<file path="src/rtl/ifpd_pkg.sv">
package ifpd_pkg;

  localparam int WIN_BYTES = 32;
  localparam int PKT_BYTES = 16;
  localparam int PKT_SHIFT = 4;
  localparam int MAX_SLOTS = 3;

  // decode budget in half-instruction units: 3 singles or 1.5 doubles
  localparam logic [3:0] SLOT_BUDGET = 4'h6;
  localparam logic [3:0] W_SINGLE = 4'h2;
  localparam logic [3:0] W_DOUBLE = 4'h4;
  localparam logic [3:0] W_MICRO = 4'h6;

  localparam logic [2:0] LAT_BASE = 3'h1;
  localparam logic [2:0] LAT_ADDR_CALC = 3'h2;
  localparam logic [1:0] UOPS_ONE = 2'h1;
  localparam logic [1:0] UOPS_TWO = 2'h2;
  localparam logic [1:0] UOPS_MICRO = 2'h3;

  // register-extension prefix byte: upper nibble fixed, low nibble flags
  localparam logic [3:0] PFX_HI = 4'h4;
  localparam int PFX_W_BIT = 3;
  localparam int PFX_B_BIT = 0;

  // header byte: length in [3:0], class in [6:4]
  localparam int HDR_LEN_LSB = 0;
  localparam int HDR_CLS_LSB = 4;
  localparam logic [3:0] MIN_LEN = 4'h2;

  // operand byte: size [1:0], register file [4:3], register [7:5]
  localparam int OPB_SZ_LSB = 0;
  localparam int OPB_RF_LSB = 3;
  localparam int OPB_REG_LSB = 5;

  typedef enum logic [2:0] {
    ifpd_cls_int_alu = 3'h0,
    ifpd_cls_int_ldex = 3'h1,
    ifpd_cls_double = 3'h2,
    ifpd_cls_fp_ldex_fp = 3'h3,
    ifpd_cls_fp_ldex_int = 3'h4,
    ifpd_cls_addr_calc = 3'h5,
    ifpd_cls_micro = 3'h6,
    ifpd_cls_bad = 3'h7
  } ifpd_cls_t;

  typedef enum logic [1:0] {
    ifpd_sz_16 = 2'h0,
    ifpd_sz_32 = 2'h1,
    ifpd_sz_64 = 2'h2,
    ifpd_sz_8 = 2'h3
  } ifpd_size_t;

  typedef enum logic [1:0] {
    ifpd_rf_gpr = 2'h0,
    ifpd_rf_vec = 2'h1,
    ifpd_rf_stack = 2'h2,
    ifpd_rf_none = 2'h3
  } ifpd_rf_t;

  // per-slot decoded fields packed for the output buffer
  localparam int SLOT_W = 20;

endpackage

</file>
<file path="src/rtl/ifpd_buf.sv">
`timescale 1ns/1ps
`default_nettype none
module ifpd_buf #(
  parameter int WIDTH = 8,
  parameter int DEPTH = 2
) (
  input wire logic clk,
  input wire logic rst_n,
  input wire logic in_valid,
  output logic in_ready,
  input wire logic [WIDTH-1:0] in_data,
  output logic out_valid,
  input wire logic out_ready,
  output logic [WIDTH-1:0] out_data
);
  localparam int AW = $clog2(DEPTH);

  logic [WIDTH-1:0] mem [DEPTH];
  logic [AW-1:0] wr_ptr;
  logic [AW-1:0] rd_ptr;
  logic [AW:0] count;
  wire push = in_valid && in_ready;
  wire pop = out_valid && out_ready;

  assign in_ready = count != (AW+1)'(DEPTH);
  assign out_valid = count != '0;
  assign out_data = mem[rd_ptr];

  function automatic logic [AW-1:0] bump(input logic [AW-1:0] p);
    bump = (p == AW'(DEPTH - 1)) ? '0 : AW'(p + 1'b1);
  endfunction

  always_ff @(posedge clk or negedge rst_n) begin
    if (!rst_n) begin
      wr_ptr <= '0;
      rd_ptr <= '0;
      count <= '0;
    end else begin
      if (push) wr_ptr <= bump(wr_ptr);
      if (pop) rd_ptr <= bump(rd_ptr);
      count <= count + (AW+1)'(push) - (AW+1)'(pop);
    end
  end

  always_ff @(posedge clk) begin
    if (push) mem[wr_ptr] <= in_data;
  end
endmodule // ifpd_buf
`default_nettype wire

</file>
<file path="src/rtl/ifpd_front.sv">
// How it works
// - fetch reads 16-byte packets on 16-byte aligned addresses
// - packets merge into a 32-byte pick window
// - at most three instructions picked per cycle, in program order
// - budget: three singles or one and a half doubles per cycle
// - a microcoded instruction decodes alone, no fast ones beside it
// - 64-bit mode exposes sixteen vector regs; 8 to 15 only there
// - stack instructions address only eight registers
// - 32-bit gpr write clears bits 63 to 32
// - prefix required for 64-bit gpr operands and added gpr low halves
// - load-execute loads into internal temp, then operates
// - most integer load-execute decode fast, three per cycle
// - fp load-execute with fp operand yields fewer macro-ops
// - fp load-execute with integer operand: microcoded, two uops
// - 32/64-bit address calc fast, latency two; 16-bit microcoded
`timescale 1ns/1ps
`default_nettype none
module ifpd_front #(
  parameter int BUF_DEPTH = 2
) (
  input wire logic ref_clk,
  input wire logic arst_n,
  input wire logic mode64,
  input wire logic redirect_valid,
  input wire logic [63:0] redirect_addr,
  output logic [59:0] fetch_line,
  input wire logic pkt_valid,
  output logic pkt_ready,
  input wire logic [127:0] pkt_data,
  output logic dec_valid,
  input wire logic dec_ready,
  output logic [2:0] dec_slot_valid,
  output logic [2:0] dec_micro,
  output logic [8:0] dec_class,
  output logic [11:0] dec_reg,
  output logic [5:0] dec_size,
  output logic [5:0] dec_uops,
  output logic [8:0] dec_lat,
  output logic [2:0] dec_load_first,
  output logic [2:0] dec_zext,
  output logic [2:0] dec_fault,
  input wire logic wb_valid,
  input wire logic [1:0] wb_size,
  input wire logic [63:0] wb_data,
  input wire logic [63:0] wb_old,
  output logic wb_out_valid,
  output logic [63:0] wb_out_data
);
  localparam int SW = ifpd_pkg::SLOT_W;
  localparam int BW = SW * ifpd_pkg::MAX_SLOTS;

  logic rst_meta_n;
  logic rst_n;

  always_ff @(posedge ref_clk or negedge arst_n) begin
    if (!arst_n) begin
      rst_meta_n <= 1'b0;
      rst_n <= 1'b0;
    end else begin
      rst_meta_n <= 1'b1;
      rst_n <= rst_meta_n;
    end
  end

  // window bytes are packed low first; bytes at or above win_cnt are zero
  logic [255:0] win;
  logic [5:0] win_cnt;
  logic [3:0] skip;
  logic [255:0] next_win;
  logic [5:0] next_cnt;

  function automatic logic [23:0] peek3(input logic [255:0] w,
                                        input logic [6:0] off);
    logic [255:0] sh;
    sh = w >> {off, 3'h0};
    peek3 = sh[23:0];
  endfunction

  logic [4:0] len [3];
  logic [3:0] wgt [3];
  logic [2:0] mic;
  logic [SW-1:0] fld [3];
  logic [6:0] off [4];

  assign off[0] = 7'h00;

  genvar g;
  generate
    for (g = 0; g < 3; g++) begin : g_slot
      wire [23:0] slot_bytes = peek3(win, off[g]);
      ifpd_slot_dec u_dec (
        .bytes3(slot_bytes),
        .mode64(mode64),
        .len(len[g]),
        .weight(wgt[g]),
        .micro(mic[g]),
        .fields(fld[g])
      );
      assign off[g+1] = off[g] + 7'(len[g]);
    end
  endgenerate

  // a slot counts only once its last byte is in the window
  wire [2:0] whole;
  assign whole[0] = off[1] <= 7'(win_cnt);
  assign whole[1] = off[2] <= 7'(win_cnt);
  assign whole[2] = off[3] <= 7'(win_cnt);

  wire [4:0] sum01 = 5'(wgt[0]) + 5'(wgt[1]);
  wire [4:0] sum012 = sum01 + 5'(wgt[2]);

  // in order: a slot is taken only if every earlier one was
  wire [2:0] take;
  assign take[0] = whole[0] && !redirect_valid;
  // microcoded pick stands alone in its cycle
  // half-unit budget caps singles at three and doubles at 1.5
  assign take[1] = take[0] && whole[1] && !mic[0] && !mic[1] &&
                   (sum01 <= 5'(ifpd_pkg::SLOT_BUDGET));
  assign take[2] = take[1] && whole[2] && !mic[2] &&
                   (sum012 <= 5'(ifpd_pkg::SLOT_BUDGET));

  logic buf_in_ready;
  wire go = take[0] && buf_in_ready;
  wire [6:0] used = !go ? 7'h00 :
                    take[2] ? off[3] :
                    take[1] ? off[2] : off[1];

  // accept a packet only while it fits whole in the window
  assign pkt_ready = rst_n && !redirect_valid &&
                     (win_cnt <= 6'(ifpd_pkg::PKT_BYTES));
  wire pkt_take = pkt_valid && pkt_ready;
  wire [4:0] pkt_len = 5'(ifpd_pkg::PKT_BYTES) - 5'(skip);
  wire [127:0] pkt_trim = pkt_data >> {skip, 3'h0};
  wire [5:0] keep_cnt = win_cnt - 6'(used);
  wire [255:0] kept = win >> {used, 3'h0};
  wire [255:0] pkt_wide = {128'h0, pkt_trim};

  always_comb begin
    next_win = kept;
    next_cnt = keep_cnt;
    if (pkt_take) begin
      next_win = kept | (pkt_wide << {keep_cnt, 3'h0});
      next_cnt = keep_cnt + 6'(pkt_len);
    end
  end

  always_ff @(posedge ref_clk or negedge rst_n) begin
    if (!rst_n) begin
      win <= '0;
      win_cnt <= '0;
      skip <= '0;
      fetch_line <= '0;
    end else if (redirect_valid) begin
      // flush window; first packet drops bytes before the target
      win <= '0;
      win_cnt <= '0;
      // line address only, low four bits become the skip
      fetch_line <= redirect_addr[63:ifpd_pkg::PKT_SHIFT];
      skip <= redirect_addr[ifpd_pkg::PKT_SHIFT-1:0];
    end else begin
      win <= next_win;
      win_cnt <= next_cnt;
      if (pkt_take) begin
        fetch_line <= fetch_line + 60'h1;
        skip <= '0;
      end
    end
  end

  // bundle of three slots; slot valid bit is the low field bit
  logic [BW-1:0] bun_in;
  logic [BW-1:0] bun_out;
  always_comb begin
    bun_in = '0;
    for (int i = 0; i < 3; i++) begin
      if (take[i]) bun_in[i*SW +: SW] = fld[i];
    end
  end

  // short buffer so a stalled scheduler loses no bundle
  ifpd_buf #(
    .WIDTH(BW),
    .DEPTH(BUF_DEPTH)
  ) u_buf (
    .clk(ref_clk),
    .rst_n(rst_n),
    .in_valid(take[0]),
    .in_ready(buf_in_ready),
    .in_data(bun_in),
    .out_valid(dec_valid),
    .out_ready(dec_ready),
    .out_data(bun_out)
  );

  generate
    for (g = 0; g < 3; g++) begin : g_out
      wire [SW-1:0] f = bun_out[g*SW +: SW];
      assign dec_slot_valid[g] = dec_valid && f[0];
      assign dec_micro[g] = f[1];
      assign dec_class[g*3 +: 3] = f[4:2];
      assign dec_reg[g*4 +: 4] = f[8:5];
      assign dec_size[g*2 +: 2] = f[10:9];
      assign dec_uops[g*2 +: 2] = f[12:11];
      assign dec_lat[g*3 +: 3] = f[15:13];
      assign dec_load_first[g] = f[16];
      assign dec_zext[g] = f[17];
      assign dec_fault[g] = f[18];
    end
  endgenerate

  // register write formatting; 8- and 16-bit writes merge with the old value
  logic [63:0] next_wb;
  always_comb begin
    unique case (wb_size)
      ifpd_pkg::ifpd_sz_8: next_wb = {wb_old[63:8], wb_data[7:0]};
      ifpd_pkg::ifpd_sz_16: next_wb = {wb_old[63:16], wb_data[15:0]};
      // upper half cleared on 32-bit write
      ifpd_pkg::ifpd_sz_32: next_wb = {32'h0, wb_data[31:0]};
      ifpd_pkg::ifpd_sz_64: next_wb = wb_data;
    endcase
  end

  always_ff @(posedge ref_clk or negedge rst_n) begin
    if (!rst_n) begin
      wb_out_valid <= 1'b0;
      wb_out_data <= '0;
    end else begin
      wb_out_valid <= wb_valid;
      if (wb_valid) wb_out_data <= next_wb;
    end
  end
endmodule // ifpd_front
`default_nettype wire

</file>
<file path="src/rtl/ifpd_slot_dec.sv">
`timescale 1ns/1ps
`default_nettype none
module ifpd_slot_dec (
  input wire logic [23:0] bytes3,
  input wire logic mode64,
  output logic [4:0] len,
  output logic [3:0] weight,
  output logic micro,
  output logic [19:0] fields
);
  wire [7:0] b0 = bytes3[7:0];
  wire [7:0] b1 = bytes3[15:8];
  wire [7:0] b2 = bytes3[23:16];
  // prefix is only recognised in 64-bit mode
  wire has_pfx = mode64 && (b0[7:4] == ifpd_pkg::PFX_HI);
  wire [7:0] hdr = has_pfx ? b1 : b0;
  wire [7:0] opb = has_pfx ? b2 : b1;
  wire [3:0] pfx = has_pfx ? b0[3:0] : 4'h0;
  wire [3:0] raw_len = hdr[ifpd_pkg::HDR_LEN_LSB +: 4];
  wire [3:0] body_len = (raw_len < ifpd_pkg::MIN_LEN) ?
                        ifpd_pkg::MIN_LEN : raw_len;
  wire [2:0] cls = hdr[ifpd_pkg::HDR_CLS_LSB +: 3];
  wire [1:0] sz = opb[ifpd_pkg::OPB_SZ_LSB +: 2];
  wire [1:0] rf = opb[ifpd_pkg::OPB_RF_LSB +: 2];
  wire [2:0] reg_lo = opb[ifpd_pkg::OPB_REG_LSB +: 3];
  wire is_gpr = rf == ifpd_pkg::ifpd_rf_gpr;
  wire is_stack = rf == ifpd_pkg::ifpd_rf_stack;
  wire pfx_w = pfx[ifpd_pkg::PFX_W_BIT];
  // stack regs only: three bits, prefix ignored
  wire reg_hi = is_stack ? 1'b0 : pfx[ifpd_pkg::PFX_B_BIT];
  // vector regs 8..15 reachable only through the 64-bit-mode prefix
  wire [3:0] reg_idx = {reg_hi, reg_lo};
  wire is_size64 = sz == ifpd_pkg::ifpd_sz_64;
  // 64-bit gpr operand needs the prefix; added halves use it by reg_hi
  wire fault_pfx = is_gpr && is_size64 && !pfx_w;
  wire fault = fault_pfx || (cls == ifpd_pkg::ifpd_cls_bad);
  // 32-bit gpr writes clear the upper half
  wire zext = is_gpr && (sz == ifpd_pkg::ifpd_sz_32);
  wire addr16 = (cls == ifpd_pkg::ifpd_cls_addr_calc) &&
                (sz == ifpd_pkg::ifpd_sz_16);
  // fp with integer memory operand is microcoded
  assign micro = (cls == ifpd_pkg::ifpd_cls_fp_ldex_int) ||
                 (cls == ifpd_pkg::ifpd_cls_micro) || addr16;
  // load into temp first, then operate
  wire load_first = (cls == ifpd_pkg::ifpd_cls_int_ldex) ||
                    (cls == ifpd_pkg::ifpd_cls_fp_ldex_fp) ||
                    (cls == ifpd_pkg::ifpd_cls_fp_ldex_int);
  logic [1:0] uops;
  logic [2:0] lat;

  assign len = {1'b0, body_len} + 5'(has_pfx);

  always_comb begin
    uops = ifpd_pkg::UOPS_ONE;
    lat = ifpd_pkg::LAT_BASE;
    weight = ifpd_pkg::W_SINGLE;
    if (micro) begin
      weight = ifpd_pkg::W_MICRO;
      uops = (cls == ifpd_pkg::ifpd_cls_fp_ldex_int) ?
             ifpd_pkg::UOPS_TWO : ifpd_pkg::UOPS_MICRO;
    end else if (cls == ifpd_pkg::ifpd_cls_double) begin
      weight = ifpd_pkg::W_DOUBLE;
      uops = ifpd_pkg::UOPS_TWO;
    end else if (cls == ifpd_pkg::ifpd_cls_addr_calc) begin
      lat = ifpd_pkg::LAT_ADDR_CALC;
    end
  end

  // {fault,zext,load_first,lat,uops,sz,reg,cls,micro}
  // top bit spare; keeps the packed slot at its full width
  assign fields = {1'b0, fault, zext, load_first, lat, uops, sz, reg_idx,
                   cls, micro, 1'b1};
endmodule // ifpd_slot_dec
`default_nettype wire

</file>
<file path="config.mk">
export PLATFORM = sky130hd
export DESIGN_NAME = ifpd_front
export DESIGN_NICKNAME = d
export VERILOG_FILES = /design/src/rtl/ifpd_pkg.sv /design/src/rtl/ifpd_buf.sv /design/src/rtl/ifpd_front.sv /design/src/rtl/ifpd_slot_dec.sv
export SDC_FILE = /design/constraint.sdc
export NUM_CORES = 2
export LEC_CHECK = 0
export BUFFER_PORTS_ARGS = -buffer_cell sky130_fd_sc_hd__buf_4
export CORE_MARGIN = 10
export CORE_UTILIZATION = 40
export DETAILED_ROUTE_END_ITERATION = 12
export MAX_ROUTING_LAYER = met4
export PLACE_DENSITY_LB_ADDON = 0.3
export SETUP_SLACK_MARGIN = 0.3
export SLEW_MARGIN = 20
export SYNTH_ARGS = -nofsm -noshare
export SYNTH_HDL_FRONTEND = slang
export SYNTH_SLANG_ARGS = --single-unit
</file>
<file path="constraint.sdc">
create_clock -name ref_clk -period 34.8 [get_ports ref_clk]
set_input_delay 6.96 -clock ref_clk [delete_from_list [all_inputs] [get_ports ref_clk]]
set_output_delay 6.96 -clock ref_clk [all_outputs]
set_load 0.005 [all_outputs]
</file>
After elaboration in Yosys (flattened, before gate mapping):

Memories as Yosys holds them, arrays and structs flattened.
Cells that the tools add are included.

* output and inout bits: 184
* memory bits (writable): 114
* memories kept: 1
* input port bits: 329
* logic and storage cells: 199
* flip-flop bits (word level): 397

* mux-type cells: 58
* add/subtract/negate cells: 15
* shift operators: 5
* equality and inequality tests: 37
* bitwise logic cells: 1
* reductions and logical operators: 62
* order comparisons: 9

Memory list
* u_buf.mem: words 2, width 57, rd ports 1, clocked after Yosys merged registers in 0, wr ports 1, RTL line ifpd_buf.sv:18 `logic [WIDTH-1:0] mem [DEPTH];`

Operators with widths (number)
* two-way mux 256 bit: 2
* bitwise OR 256 bit: 1
* one-hot mux 64 bit (4 select lines): 1
* << shifter 128 x 9 -> 256 bit: 1
* >> shifter 256 x 10 -> 256 bit: 1
* >> shifter 256 x 8 -> 24 bit: 1
* >> shifter 256 x 9 -> 24 bit: 1
* >> shifter 128 x 7 -> 128 bit: 1
* two-way mux 60 bit: 2
* adder 60 x 1 -> 60 bit, second input constant: 1
* two-way mux 19 bit: 3
* two-way mux 4 bit: 11
* == test 3 bit, second input constant: 12
* two-way mux 7 bit: 5
* logical AND 1 bit: 31
* two-way mux 3 bit: 9
* two-way mux 8 bit: 3
* == test 3 x 2 -> 1 bit, second input constant: 6
* two-way mux 2 bit: 9
* two-way mux 6 bit: 3
* == test 2 bit, second input constant: 8
* adder 4 x 1 -> 5 bit: 3
* logical OR 1 bit: 15
* logical NOT 2 bit: 7
* other kinds (23): 50

Longest topological paths before layout:

* word-level depth: 33
* gate-level depth with buffers: 84
* gate-level depth less buffers: 68

Cells and area by module:

A second synthesis with hierarchy kept.

* cell total of the unflattened synthesis: 6367
* area, all modules: 59619.7 um^2

Modules (own cells, without submodules)
* ifpd_front: times used 1, area an instance 53393.7 um^2, cells an instance 5906
* ifpd_buf: times used 1, area an instance 4570.6 um^2, cells an instance 209
* ifpd_slot_dec: times used 3, area an instance 551.8 um^2, cells an instance 84

Worst setup path before layout:

OpenSTA, ideal clock, no wires.

* kind: input-to-reg
* start: input mode64
* end: register win_cnt[5]
* setup time: 132 ps
* stages: 76
* path buffers: 23
* slack: 11592 ps
* arrival: 23077 ps
* path through: nor4bb_1 > buf_2 > nand2_1 > buf_2 > inv_1 > clkbuf_1 > clkbuf_1 > o311ai_0 > nand2_1 > ha_1 > buf_4 > buf_2 > buf_2 > buf_2 > buf_2 > buf_2 > buf_1 > buf_1 > [40 not listed] > buf_12 > buf_6 > buf_4 > ha_1 > inv_1 > fa_1 > xnor2_1 > inv_1 > clkbuf_1 > clkbuf_1 > clkbuf_1 > ha_1 > a21o_1 > a21o_1 > a21oi_1 > nor2_1 > xnor2_1 > nor2_1

* word-level cells in the longest chain between the ends: 31

Ends and longest elaborated chain
* from (decl): RTL line ifpd_front.sv:23 `input wire logic mode64,`
* logical AND 1 bit: RTL line ifpd_slot_dec.sv:15 `wire has_pfx = mode64 && (b0[7:4] == ifpd_pkg::PFX_HI);`
* two-way mux 7 bit: RTL line ifpd_slot_dec.sv:16 `wire [7:0] hdr = has_pfx ? b1 : b0;`
* less-than comparator 4 x 2 -> 1 bit: RTL line ifpd_slot_dec.sv:20 `wire [3:0] body_len = (raw_len < ifpd_pkg::MIN_LEN) ?`
* two-way mux 4 bit: RTL line ifpd_slot_dec.sv:20
* adder 4 x 1 -> 5 bit: RTL line ifpd_slot_dec.sv:51 `assign len = {1'b0, body_len} + 5'(has_pfx);`
* >> shifter 256 x 8 -> 24 bit: RTL line ifpd_front.sv:75 `sh = w >> {off, 3'h0};`
* == test 4 x 3 -> 1 bit: RTL line ifpd_slot_dec.sv:15
* logical AND 1 bit: RTL line ifpd_slot_dec.sv:15
* [13 not listed]
* less-or-equal comparator 7 x 6 -> 1 bit: RTL line ifpd_front.sv:107 `assign whole[2] = off[3] <= 7'(win_cnt);`
* logical AND 1 bit (3 in series): RTL line ifpd_front.sv:119 `assign take[2] = take[1] && whole[2] && !mic[2] &&`
* two-way mux 7 bit: RTL line ifpd_front.sv:125 `take[2] ? off[3] :`
* two-way mux 7 bit (*): RTL line ifpd_front.sv:124 `wire [6:0] used = !go ? 7'h00 :`
* subtractor 6 bit (*): RTL line ifpd_front.sv:134 `wire [5:0] keep_cnt = win_cnt - 6'(used);`
* adder 6 x 5 -> 6 bit: RTL line ifpd_front.sv:143 `next_cnt = keep_cnt + 6'(pkt_len);`
* two-way mux 6 bit (*): RTL line ifpd_front.sv:141 `if (pkt_take) begin`
* two-way mux 6 bit (*): RTL line ifpd_front.sv:153 `end else if (redirect_valid) begin`
* to (signal assigned): RTL line ifpd_front.sv:162 `win_cnt <= next_cnt;`
* to (decl): RTL line ifpd_front.sv:67 `logic [5:0] win_cnt;`

Mark *: on every way between the ends. The rest lies on a longest branch, timed or not.
A chain may end at the register's enable or synchronous reset.

Final worst setup path:

* start: input mode64
* end: register win[35]

* word-level cells in the longest chain between the ends: 32

Ends and longest elaborated chain
* logical AND 1 bit: RTL line ifpd_slot_dec.sv:15
* two-way mux 7 bit: RTL line ifpd_slot_dec.sv:16
* less-than comparator 4 x 2 -> 1 bit: RTL line ifpd_slot_dec.sv:20
* two-way mux 4 bit: RTL line ifpd_slot_dec.sv:20
* adder 4 x 1 -> 5 bit: RTL line ifpd_slot_dec.sv:51
* >> shifter 256 x 8 -> 24 bit: RTL line ifpd_front.sv:75
* == test 4 x 3 -> 1 bit: RTL line ifpd_slot_dec.sv:15
* logical AND 1 bit: RTL line ifpd_slot_dec.sv:15
* [14 not listed]
* logical AND 1 bit (3 in series): RTL line ifpd_front.sv:119
* two-way mux 7 bit: RTL line ifpd_front.sv:125
* two-way mux 7 bit (*): RTL line ifpd_front.sv:124
* subtractor 6 bit: RTL line ifpd_front.sv:134
* << shifter 128 x 9 -> 256 bit: RTL line ifpd_front.sv:142 `next_win = kept | (pkt_wide << {keep_cnt, 3'h0});`
* bitwise OR 256 bit: RTL line ifpd_front.sv:142
* two-way mux 256 bit (*): RTL line ifpd_front.sv:141
* two-way mux 256 bit (*): RTL line ifpd_front.sv:153
* to (signal assigned): RTL line ifpd_front.sv:161 `win <= next_win;`
* to (decl): RTL line ifpd_front.sv:66 `logic [255:0] win;`

Marks and branches as above.

==> impl_metrics.tcl <==
set metrics [dict create \
    outcome "complete, no violations" \
    drtIter0Drc 7947 \
    setup_viol 0 \
    grt_max_degree 120 \
    cp.required_ps 35280 \
    grtUsageTotal_pct 32.6 \
    place.gp.congestion 0.997 \
    cp.arrival_ps 29220 \
    reg2reg_from "win[6]$_DFF_PN0_" \
    maxSlewHeadroom_pct 13.6 \
    viasPerCell 6.82 \
    vias 55000 \
    finalNetCount 6597 \
    fin_skew_ps 33.6 \
    ys_seq_area_share_pct 24.1 \
    layout_common_cells "mux2i_1, buf_4, nand2_1" \
    fin_crit_sh_pct 82.6 \
    hpwl_um 191000 \
    criticalPathCategory "in2reg" \
    ys_ff_latch 505 \
    core.rowCount 135 \
    die_width_um 390 \
    start_kind "input port" \
    ios 513 \
    slowest_stage "a222oi_1" \
    initial_core_util_pct 40.3 \
    core_um2 136000 \
    endpoint_kind "register" \
    path_depth 69 \
    postCtsHoldBufs 0 \
    grt_pass1_wl_um 367000 \
    multiInputGateArea_um2 38800 \
    critPathBufInv 20 \
    ys_warn_count 0 \
    antenna_found_initial 8 \
    ant_nets 0 \
    cpLargestDelayFamily "buffers and inverters" \
    cts_buffers 67 \
    worst_pin_slew_ps 1290 \
    yosysUniqueCellTypes 110 \
    cp-startpoint "mode64" \
    path_common_cell "buf_4" \
    cts_resized 0 \
    synthesis.area_um2 54600 \
    dr.pass1.iters 13 \
    rsz0062_at_grt "no" \
    finalHoldViolations 0 \
    path_max_fanout 68 \
    async_flop_share_pct 78.6 \
    cts.sinks 505 \
    synth_edf_count 108 \
    gr-total-overflow 0 \
    ctsRootBufferMaster "clkbuf_16" \
    post-cts-setup-buffer-count 0 \
    finalSetupTns_ps 0 \
    drive_above_1_share_pct 21.6 \
    syn_to_final_growth_pct 13.1 \
    wl_per_cell_um 31.5 \
    period_needed_ps 28730 \
    slowest_delay_ps 860 \
    io_buffers 501 \
    wl_um 254000 \
    grt_pass1_vias 51400 \
    route.detailed.drc 0 \
    clockBufferDepth 3 \
    synth_area_leaders "dfrtp_1, mux2i_1, mux4_2" \
    crit_path_end "win[35]$_DFF_PN0_" \
    h-tree-depth 3 \
    synth_top_area_cell "dfrtp_1" \
    clk_pin_slew_ps 60 \
    ys.flop_type "dfrtp_1" \
    seq_area_um2 13200 \
    layout_commonest_cell "mux2i_1" \
    die-area_um2 152000 \
    synth_top_area_share_pct 18.2 \
    cts_tree "done" \
    die_y_um 390 \
    r2r_end "win[35]$_DFF_PN0_" \
    clk_latency_ps 700 \
    maxCapViolCount 0 \
    fillCellCount 13000 \
    drv_slew 0 \
    max_freq_mhz 34.8 \
    r2r_slack_ps 11840 \
    synth_cells 6090 \
    hold_class "reg2async" \
    avgSynthCellArea_um2 8.97 \
    ff2ff_path_depth 68 \
]
[metal layers]
| layer | track usage [%] | vias up | wire [um] |
|---|---|---|---|
| met4 | 11.3 | 0 | 9720 |
| met1 | 45.0 | 26900 | 107000 |
| li1 | - | 23800 | - |
| met2 | 44.3 | 3714 | 104000 |
| met5 | - | - | 0 |
| met3 | 10.3 | 555 | 32900 |
[cell families after synthesis]
kind of cell               Yosys count  share of synthesized area, %
adders and majority gates           49                          1.20
xor gates and xnor gates            32                         0.547
buffers and inverters              672                          5.46
other                                2                        0.0137
muxes                             1460                          33.9
AOI/OAI and AO/OA                 1777                          21.9
DFF                                505                          24.1
and+or+nand+nor                   1593                          12.9
[stage by stage]
step | cells | area [um^2] | worst slack, ps | hold slack, ps | utilization [%]
finish | 8056 | 61800 | 6070 | 285 | 45.6
global route | 8055 | 61800 | 5220 | 324 | 45.6
CTS | 8049 | 61800 | 6830 | 299 | 45.5
detailed placement | 7932 | 59500 | 6170 | 308 | 43.8
global placement | 7932 | 59500 | 6250 | 306 | 43.8
floorplan | 6096 | 54700 | 11590 | 331 | -
[state kept, by name, summed over array words and instances, names as in the netlist]
name / cells
fetch_line: 60
rst_n: 1
u_buf.mem: 108
win: 256
u_buf.rd_ptr: 1
skip: 4
rst_meta_n: 1
wb_out_data: 64
wb_out_valid: 1
u_buf.count: 2
win_cnt: 6
u_buf.wr_ptr: 1
[final cells by class]
type,count,share of cell area (%)
multi-input combinational,4919,62.9
sequential,505,21.4
timing repair buffer,640,7.82
tap,1781,3.61
clock buffer,86,3.01
clock inverter,31,0.735
inverter,87,0.595
antenna,7,0.0283
[synth_stat cells, types with 56 or more instances]
master    count
mux2i_1     945
nand2_1     624
nor2_1      520
dfrtp_1     397
a21oi_1     372
clkbuf_1    357
o21ai_0     311
mux4_2      287
o22ai_1     231
mux2_2      219
a22oi_1     125
edfxtp_1    108
buf_1        96
nand3_1      92
nor3_1       90
a211oi_1     72
inv_1        70
buf_2        69
and3_1       66
o211ai_1     59
a221o_1      56
[how the worst min path moves through the flow]
stage,end,slack [ps],depth (start not counted)
2_1_floorplan,rst_n$_DFF_PN0_,330,0
3_3_place_gp,fetch_line[4]$_DFFE_PN0P_,310,0
3_5_place_dp,wb_out_data[17]$_DFFE_PN0P_,310,0
5_1_grt,wb_out_data[17]$_DFFE_PN0P_,320,0
6_report,wb_out_data[17]$_DFFE_PN0P_,280,0
4_1_cts,fetch_line[3]$_DFFE_PN0P_,300,0
Power is not shown: default switching activity piles up to over one toggle a cycle in this logic, so the estimate is an artifact.
